### src/design/cmro_pkg.sv
// Notes on behaviour
// - opcode 00 0000 1fff ffff copies accumulator to file register f, one cycle.
// - opcode 00 0000 0000 1001 is return from interrupt, one word, no flags.
// - return from interrupt pops the stack and loads the top entry into the PC.
// - return from interrupt sets interrupt control register bit 7 to one.
// - return from interrupt takes two cycles; the following fetch is discarded.
// - opcode 00 0000 0110 0010 copies accumulator to option register, one cycle.
package cmro_pkg;
  localparam int         OPC_W           = 14;
  localparam int         ADDR_W          = 7;
  localparam int         DATA_W          = 8;
  localparam int         PC_W            = 13;
  localparam int         IRQ_EN_POS      = 7;
  localparam logic [13:0] STORE_MASK     = 14'h3f80;
  localparam logic [13:0] STORE_MATCH    = 14'h0080;
  localparam logic [13:0] IRET_OPC       = 14'h0009;
  localparam logic [13:0] OPTION_OPC     = 14'h0062;
  localparam logic [13:0] NOP_MASK       = 14'h3f9f;
  localparam logic [13:0] NOP_MATCH      = 14'h0000;
  localparam logic [6:0]  ADDR_RST       = 7'h00;
  localparam logic [7:0]  DATA_RST       = 8'h00;
  localparam logic [12:0] PC_RST         = 13'h0000;

  typedef enum logic [2:0]
  {
    CMRO_OTHER  = 3'b000,
    CMRO_STORE  = 3'b001,
    CMRO_IRET   = 3'b010,
    CMRO_OPTION = 3'b011,
    CMRO_NOP    = 3'b100
  } cmro_op_t;

  typedef struct packed
  {
    logic        file_we;
    logic [6:0]  file_addr;
    logic [7:0]  file_data;
    logic        option_we;
    logic [7:0]  option_data;
    logic        pop;
    logic        pc_load;
    logic [12:0] pc_value;
    logic        irq_en_set;
    logic        flush;
    logic        nop;
  } cmro_out_t;
endpackage

### src/design/cmro_core.sv
`timescale 1ns/100ps
module cmro_core
  import cmro_pkg::*;
(
  // clock and reset
  input  wire logic        I_SYS_CLK,
  input  wire logic        I_RST,
  // instruction in
  input  wire logic        I_VALID,
  input  wire logic [13:0] I_OPCODE,
  input  wire logic [7:0]  I_ACCUM,
  input  wire logic [12:0] I_STACK_TOP,
  // file register and option port
  output logic             O_FILE_WE,
  output logic [6:0]       O_FILE_ADDR,
  output logic [7:0]       O_FILE_DATA,
  output logic             O_OPTION_WE,
  output logic [7:0]       O_OPTION_DATA,
  // stack, pc and interrupt control
  output logic             O_STACK_POP,
  output logic             O_PC_LOAD,
  output logic [12:0]      O_PC_VALUE,
  output logic             O_IRQ_EN_SET,
  output logic             O_FLUSH,
  output logic             O_NOP
);
  cmro_op_t  op;
  cmro_out_t st;
  cmro_out_t next_st;
  logic      taken;

  cmro_decode u_dec
  (
    .i_opcode (I_OPCODE),
    .o_op     (op)
  );

  // the slot after a return is the discarded fetch: nothing issues there
  assign taken = I_VALID && !st.flush;

  always_comb
  begin
    next_st = '0;
    if (taken)
    begin
      case (op)
        CMRO_STORE:
        begin
          next_st.file_we   = 1'b1;
          next_st.file_addr = I_OPCODE[ADDR_W-1:0];
          next_st.file_data = I_ACCUM;
        end
        CMRO_IRET:
        begin
          next_st.pop      = 1'b1;
          next_st.pc_load  = 1'b1;
          next_st.pc_value = I_STACK_TOP;
          next_st.irq_en_set = 1'b1;
          next_st.flush    = 1'b1;
        end
        CMRO_OPTION:
        begin
          next_st.option_we   = 1'b1;
          next_st.option_data = I_ACCUM;
        end
        CMRO_NOP:   next_st.nop = 1'b1;
        default:    next_st = '0;
      endcase
    end
  end

  // one register stage for every output, so strobes and their data move together
  always_ff @(posedge I_SYS_CLK or posedge I_RST)
  begin
    if (I_RST)
      st <= '0;
    else
      st <= next_st;
  end

  assign O_FILE_WE     = st.file_we;
  assign O_FILE_ADDR   = st.file_addr;
  assign O_FILE_DATA   = st.file_data;
  assign O_OPTION_WE   = st.option_we;
  assign O_OPTION_DATA = st.option_data;
  assign O_STACK_POP   = st.pop;
  assign O_PC_LOAD     = st.pc_load;
  assign O_PC_VALUE    = st.pc_value;
  assign O_IRQ_EN_SET  = st.irq_en_set;
  assign O_FLUSH       = st.flush;
  assign O_NOP         = st.nop;

  // the checks decode on their own, so a decoder fault cannot hide behind them
  function automatic logic is_store(input logic [13:0] w);
    return (w & STORE_MASK) == STORE_MATCH;
  endfunction

  function automatic logic is_iret(input logic [13:0] w);
    return w == IRET_OPC;
  endfunction

  function automatic logic is_option(input logic [13:0] w);
    return w == OPTION_OPC;
  endfunction

  function automatic logic is_nop(input logic [13:0] w);
    return (w & NOP_MASK) == NOP_MATCH;
  endfunction

  function automatic logic is_known(input logic [13:0] w);
    return is_store(w) || is_iret(w) || is_option(w) || is_nop(w);
  endfunction
endmodule

### src/design/cmro_decode.sv
`timescale 1ns/100ps
module cmro_decode
  import cmro_pkg::*;
(
  // opcode in
  input  wire logic [13:0] i_opcode,
  // class out
  output cmro_op_t         o_op
);
  always_comb
  begin
    if ((i_opcode & STORE_MASK) == STORE_MATCH)
      o_op = CMRO_STORE;
    else if (i_opcode == IRET_OPC)
      o_op = CMRO_IRET;
    else if (i_opcode == OPTION_OPC)
      o_op = CMRO_OPTION;
    else if ((i_opcode & NOP_MASK) == NOP_MATCH)
      o_op = CMRO_NOP;
    else
      o_op = CMRO_OTHER;
  end
endmodule

### config.mk
export PLATFORM = sky130hd
export DESIGN_NAME = cmro_core
export DESIGN_NICKNAME = d
export VERILOG_FILES = /design/src/design/cmro_pkg.sv /design/src/design/cmro_core.sv /design/src/design/cmro_decode.sv
export SDC_FILE = /design/constraint.sdc
export NUM_CORES = 1
export LEC_CHECK = 0
export ABC_AREA = 1
export BUFFER_PORTS_ARGS = -buffer_cell sky130_fd_sc_hd__buf_2
export CAP_MARGIN = 20
export CORE_AREA = 2 2 62 64
export DETAILED_ROUTE_END_ITERATION = 10
export DIE_AREA = 0 0 64 66
export GPL_TIMING_DRIVEN = 0
export PLACE_DENSITY = 0.76
export REMOVE_ABC_BUFFERS = 1
export SYNTH_ARGS = -nofsm -noshare
export SYNTH_HDL_FRONTEND = slang
export SYNTH_SLANG_ARGS = --single-unit
### constraint.sdc
create_clock -name I_SYS_CLK -period 1.61 [get_ports I_SYS_CLK]
set_clock_uncertainty 0.15 [all_clocks]
set_input_delay 0.0805 -clock I_SYS_CLK [delete_from_list [all_inputs] [get_ports I_SYS_CLK]]
set_output_delay 0.0805 -clock I_SYS_CLK [all_outputs]
set_load 0.01 [all_outputs]
== Word-level counts from Yosys, hierarchy flattened ==
Cells that the tools add are included.
Widths: inputs -> output; s select.

* Reduce and logical (&&, ||, !) cells: 3
* Mux-type cells: 9
* Eq/ne operators: 7

{| class="wikitable"
|+ Operators with widths
! cell !! number
|-
| $mux 43 || 1
|-
| $mux 17 || 1
|-
| $mux 16 || 1
|-
| $eq 14x4->1 const B || 1
|-
| $eq 14x7->1 const B || 1
|-
| $logic_not 14->1 || 1
|-
| $mux 3 || 4
|-
| $mux 9 || 1
|-
| $eq 7x1->1 const B || 1
|-
| $eq 3x2->1 const B || 2
|-
| $eq 3x1->1 const B || 1
|-
| $eq 3x3->1 const B || 1
|-
| $logic_and 1x1->1 || 1
|-
| $logic_not 1->1 || 1
|-
| $mux 1 || 1
|}

* Word-level logic and storage cells: 30
* Register bits: 43
* Output and inout bits: 43
* Input bits: 38

== Depth between registers and ports, before layout ==
Gate-level depths: netlist of run 1.

* Depth after elaboration: 8
* Gate-level depth with buffers: 8
* Mapped depth without buffers: 7

== By module ==
A second synthesis of run 1 with hierarchy kept.

* Cell total of the unflattened synthesis: 168
* Area, all modules: 1725.4 um2

{| class="wikitable"
|+ By module, submodules not included
! module !! seq. area each (um2) !! cells an instance !! area an instance (um2) !! instances
|-
| cmro_core || 1001.0 || 138 || 1561.5 || 1
|-
| cmro_decode || 0.0 || 30 || 163.9 || 1
|}

== Worst setup path before layout of run 1 ==
OpenSTA, ideal clock, no wires.

* Kind: reg-to-reg
* Start: register st, in the netlist O_FLUSH
* End: register st, in the netlist O_PC_VALUE[10]
* Stages on the path, launching flop included: 7
* Path buffers: 1
* Period minus slack after synthesis: 1.299 ns
* Setup time: 0.071 ns
* Arrival time: 1.078 ns
* Slack: 0.311 ns
* Cell sequence: dfrtp_1 nor2_4 inv_1 nor2_2 nand2_2 buf_6 nor2_1

{| class="wikitable"
|+ RTL lines
! element !! RTL line !! source
|-
| start, declared || cmro_core.sv:28 || <nowiki>cmro_out_t st;</nowiki>
|-
| start signal, assigned || cmro_core.sv:78 || <nowiki>st <= next_st;</nowiki>
|}

==> results of run 1 <==
[synthesized netlist by cell type]
cell,n
o21ai_0,1
nor2_1,45
inv_1,36
nor2_2,5
nand2_1,12
buf_6,2
dfrtp_1,40
nor3_1,1
nand2_2,3
nor2_4,1
nand3_1,1
buf_4,3
[kinds of logic (layout without fill, tap and decap cells)]
family	count (synthesis)	after routing
flip-flops	40	40
AND/OR/NAND/NOR	68	68
AO/OA/AOI/OAI	1	1
buffers and inverters	41	161
[flip-flops by register name, indices dropped and copies added (netlist names)]
register	cells
O_OPTION_DATA	8
O_FLUSH	1
O_PC_VALUE	13
O_OPTION_WE	1
O_FILE_WE	1
O_FILE_ADDR	7
O_FILE_DATA	8
O_NOP	1
[how the worst max path moves through the flow]
stage / to / slack, ns / cells after the start
finish: O_PC_VALUE[11]$_DFF_PP0_ / 0.22 / 8
global route: O_PC_VALUE[11]$_DFF_PP0_ / 0.07 / 8
CTS: O_PC_VALUE[11]$_DFF_PP0_ / 0.22 / 5
detailed placement: O_PC_VALUE[11]$_DFF_PP0_ / 0.24 / 5
global placement: O_FILE_ADDR[3]$_DFF_PP0_ / 0.02 / 2
floorplan: O_PC_VALUE[0]$_DFF_PP0_ / 0.23 / 5
[routing by layer]
layer	share of wire (%)	GRT usage [%]	vias to the layer above	routed length (um)
met2	56	29.9	48	1810
met3	5.6	4.26	6	182
met1	37	16.9	569	1210
li1	-	-	652	-
met4	1.3	7.34	0	43
met5	0	0	-	0
[where the power goes]
| part | internal, mW | switching [mW] |
|---|---|---|
| clock | 0.326 | 0.301 |
| sequential | 1.00 | 0.000170 |
| combinational | 0.103 | 0.0737 |
[final cells by class]
type / instances / area, sq um / area share [%]
clock buffer: 6 / 41.3 / 1.77
clock inverter: 2 / 35.0 / 1.50
inverter: 36 / 135 / 5.79
multi-input combinational: 69 / 290 / 12.4
sequential: 40 / 1000 / 42.9
tap: 48 / 60.1 / 2.57
timing repair buffer: 117 / 771 / 33.0
[stage by stage]
step	power (mW)	area [sq um]	utilization (%)	hold WS [ns]	instances
3_5_place_dp	1.13	1890	53.1	0.122	273
3_3_place_gp	1.13	1890	53.1	0.141	273
6_report	1.81	2330	65.7	0.278	318
4_1_cts	1.82	2330	65.7	0.291	318
5_1_grt	1.90	2330	65.7	0.317	318
2_1_floorplan	1.08	1430	-	0.0367	145
[critical path: stages]
cell and delay [ns]:
dlygate4sd3_1 0.54, buf_2 0.13, nor2_2 0.11, nand2_1 0.08
nor2_2 0.15, nor2_2 0.06, nand2_2 0.23, nor2_1 0.09
==> summary.txt, run 1 <==
Place
  – Post-DP HPWL: 2010 um
  – Port bufs: 80
  – Post-place setup slack: approximately 0.24 ns
  – RePlAce Congestion: 0.714

Clock tree
  – Hold buffers post-CTS: 37
  – Post-CTS Setup Inserts: 0
  – CTS tree: yes
  – Post-cts sizing count: 0
  – Clock Path Buffers: 2
  – H-tree depth: 2
  – Root buf cell: clkbuf_4
  – Skew-Pair Late Insertion Delay: 0.33 ns
  – CTS clk-pin slew, worst paths: 0.11 ns
  – Num CTS Buffers: 5
  – Clk sinks: 40

Routing
  – Final WL: 3250 um
  – Via count: 1275
  – Vias per cell: 4.01
  – DRC violations left: 0
  – Drt wl/cell: 10.2 um
  – DRT Pass-1 Iters: 4
  – Initial drt markers: 64
  – Post-DRT Antenna Nets: 0

Floorplanning
  – Core area: about 0.0036 sq mm
  – Chip height: 66 um
  – Initial core utilization: 41.4%
  – Die ar.: 0.00422 sq mm
  – Cell Rows: 22
  – Die X: 64 um
  – Io pins: 81

Synthesis
  – Largest family of logic cells by synthesized area: simple AND/OR/NAND/NOR gates
  – Cell Area, Synth: 0.00147 sq mm
  – Mux cell area share after synthesis: 0%
  – FF+latch count, synth: 40
  – Ys Warns: 0
  – Adder-cell share of the synthesized area: 0%
  – Syn Area/Cell: 9.81 sq um
  – Synth area leaders: dfrtp_1 68%, nor2_1 11%, inv_1 9.2%, nand2_1 3.1%, nor2_2 2.1%
  – Synth top area share: 68.0%
  – Syn Inst Count: 150
  – Post-synth top area cell: dfrtp_1
  – Netlist cell types: 12
  – Post-synthesis compound-gate area fraction: less than 1%
  – Share of the yosys chip area belonging to registers: between 60% and 70%
  – Xor/xnor share of the synthesized area: 0%
  – Area fraction in and, or, nand and nor cells after synthesis: 19.4%

Pwr
  – Peak supply drop: 423 uV
  – Pwr/cell area: 775 mW/mm^2
  – Leakage: 1.48 nW

Final layout
  – Fillers: 280
  – Area delta synth->final: 58.6%
  – Most frequent cells in the layout: 80 x buf_2, 45 x nor2_1, 40 x dfrtp_1
  – Post-layout nets: 307
  – Leading cell type in the layout, fill and taps excluded: buf_2
  – Share of cells above drive strength 1: 35.9%
  – N_diodes: 0

Setup path
  – Worst r2r dst: O_PC_VALUE[11]$_DFF_PP0_
  – Data required time of the worst path: 1.68 ns
  – CP startpoint: I_OPCODE[12]
  – Worst R2R Start: O_FLUSH$_DFF_PP0_
  – Crit start category: input port
  – CP endpoint kind: flip-flop
  – Crit Path Class: in2reg
  – CP Max Fanout: 14
  – Reg-to-reg slack, setup: 0.23 ns
  – Worst r2r path cells: 5
  – Crit path DAT: between 1 and 1.5 ns

STA
  – Final worst-path cycle share: approximately 87%
  – Final Setup Violations: 0
  – Slew headroom: 47.7%
  – Fmax: 717 MHz
  – RSZ-0062 raised after global routing: no
  – Tmin final: ~1.4 ns
  – Slew Limit Fails: 0
  – Final Hold Fails: 0
  – Setup_tns: 0 ns
  – Final setup margin: between 0.2 and 0.25 ns
  – Least-Margin Pin Slew: approximately 0.8 ns

GRT
  – Total GRT Usage: about 16%
  – Initial antenna violation count: 0
  – Vias in the first global route: 1129
  – Largest net degree at the start of global routing: 41
  – First-pass GRT wire length: 4970 um
  – Gr ovfl total: 0

Min path
  – HP Class: in2async

Flow run
  – Max-cap violations: 0

Outcome
  – Run status: finished clean
(Power assumes the default switching activity.)
==> run 2: changes to the inputs <==
==> constraint.sdc (replaced) <==
create_clock -name I_SYS_CLK -period 1.31 [get_ports I_SYS_CLK]
set_clock_uncertainty 0.15 [all_clocks]
set_input_delay 0.0655 -clock I_SYS_CLK [delete_from_list [all_inputs] [get_ports I_SYS_CLK]]
set_output_delay 0.0655 -clock I_SYS_CLK [all_outputs]
set_load 0.01 [all_outputs]
==> summary.txt, run 2 (synthesized netlist as in run 1, its figures left out) <==
Pwr
  – Clock power share: 34.5%
  – Psw: 0.481 mW
  – Internal power: 1.76 mW
  – Power Total: 2.24 mW
  – Peak supply drop: 556 uV
  – Sw frac: a little over a fifth
  – Comb pwr share: between 10% and 20%
  – Pwr/cell area: 932 mW/mm^2
  – Leakage: 1.50 nW
  – Sequential power share: 55.1%

Floorplanning
  – Core area: 0.00355 sq mm
  – Die X: 64 um
  – Cell Rows: 22
  – Io pins: 81
  – Die ar.: 0.00422 sq mm
  – Initial core utilization: 41.4%
  – Chip height: 66 um

Routing
  – Initial drt markers: 42
  – Drt wl/cell: 11.4 um
  – Via count: 1302
  – Final WL: 3620 um
  – Post-DRT Antenna Nets: 0
  – Vias per cell: 4.12
  – DRC violations left: 0
  – DRT Pass-1 Iters: 3

STA
  – Slew Limit Fails: 0
  – Tmin final: 1.30 ns
  – Least-Margin Pin Slew: 0.791 ns
  – Final worst-path cycle share: 99.3%
  – Final Hold Slack: -0.153 ns
  – Fmax: between 700 and 800 MHz
  – Setup_tns: 0 ns
  – Final Setup Violations: 0
  – Final Hold Fails: 2
  – RSZ-0062 raised after global routing: yes
  – Final setup margin: 0.00884 ns
  – Slew headroom: a little under half

Setup path
  – CP startpoint: I_VALID
  – Reg-to-reg slack, setup: about 0.020 ns
  – Crit Path Class: in2reg
  – Crit start category: input port
  – Worst r2r path cells: 6
  – CP Capture Point: O_PC_VALUE[9]$_DFF_PP0_
  – Data required time of the worst path: 1.43 ns
  – Crit path DAT: 1.42 ns
  – Worst R2R Start: O_FLUSH$_DFF_PP0_
  – CP endpoint kind: flip-flop
  – CP Max Fanout: 7
  – Worst r2r dst: O_PC_VALUE[9]$_DFF_PP0_

Place
  – RePlAce Congestion: 0.714
  – Post-DP HPWL: 2010 um
  – Cell Area, Placed: between 0.0015 and 0.002 sq mm
  – Post-place setup slack: -0.0578 ns
  – Placed instance count: 273
  – Port bufs: 80

Final layout
  – Largest register FFs: 13
  – Share of cells above drive strength 1: between 40% and 50%
  – Layout Cell Area excl Fill: 0.00240 sq mm
  – Post-Layout Cell Count: ~320
  – Fillers: ~280
  – Area delta synth->final: 63.4%
  – Post-Route Utilization: 67.7%
  – Most frequent cells in the layout: 76 x buf_2, 40 x dfrtp_1, 32 x nor2_1
  – N_diodes: 0
  – Leading cell type in the layout, fill and taps excluded: buf_2
  – Reg area: 0.00100 sq mm
  – Post-layout nets: a little over 300
  – Multi-input combinational cell area: 393 sq um

Min path
  – HP Class: in2reg

GRT
  – Gr ovfl total: 0
  – Initial antenna violation count: 0
  – Largest net degree at the start of global routing: 41
  – First-pass GRT wire length: 5080 um
  – Vias in the first global route: about 1200
  – Total GRT Usage: between 10% and 20%

Clock tree
  – Num CTS Buffers: 5
  – Root buf cell: clkbuf_4
  – CTS clk-pin slew, worst paths: 0.11 ns
  – Skew-Pair Late Insertion Delay: 0.33 ns
  – H-tree depth: 2
  – CTS tree: yes
  – Clock Path Buffers: 2
  – Clk sinks: 40

Flow run
  – Max-cap violations: 0

Outcome
  – Violated checks: negative hold slack
  – Run status: finished with violations
[run 2: cell type report]
type	count	area share, %
clock buffers	6	1.72
clock inverters	2	1.46
inverters	36	5.62
well taps	48	2.50
multi-input cells	71	16.3
repair buffers	113	30.7
flip-flops and latches	40	41.6
[run 2: power by group through the flow]
| stage | sequential, mW | combinational (mW) | clock, mW |
|---|---|---|---|
| 2_1_floorplan | 1.26 | 0.0614 | 0 |
| 3_3_place_gp | 1.26 | 0.129 | 0 |
| 3_5_place_dp | 1.26 | 0.131 | 0 |
| 4_1_cts | 1.24 | 0.214 | 0.788 |
| 5_1_grt | 1.24 | 0.258 | 0.856 |
| 6_report | 1.24 | 0.232 | 0.773 |
[run 2: what timing repair did]
action,4_1_cts,5_1_grt
endpoints found under the hold margin,77,3
pin swaps,0,14
cloned,0,2
setup buffers,1,6
endpoints found under the setup margin,15,24
hold buffers,35,2
gates resized for setup,3,29
[run 2: worst max-delay path: stages]
cell and delay, ns:
dlygate4sd3_1 0.54, buf_2 0.10, inv_1 0.05, nor2_4 0.14, inv_2 0.06, nor2_4 0.15, buf_6 0.13, nand2_4 0.08
nor2_1 0.11
[run 2: worst min path at each step]
stage / start / endpoint / cells past startpoint
floorplan: I_STACK_TOP[0] / O_PC_VALUE[0]$_DFF_PP0_ / 2
global placement: I_STACK_TOP[9] / O_PC_VALUE[9]$_DFF_PP0_ / 3
detailed placement: I_RST / O_PC_VALUE[2]$_DFF_PP0_ / 2
CTS: I_OPCODE[2] / O_FILE_ADDR[2]$_DFF_PP0_ / 3
global route: I_OPCODE[2] / O_FILE_ADDR[2]$_DFF_PP0_ / 3
finish: I_OPCODE[2] / O_FILE_ADDR[2]$_DFF_PP0_ / 3
[run 2: metal layers]
metal  share of wire [%]  track usage (%)  vias to the layer above
li1                    -                -                      651
met4                 1.9             7.34                        0
met2                  55             31.3                       48
met1                  38             16.8                      595
met3                 5.2             4.26                        8
met5                   0                0                        -
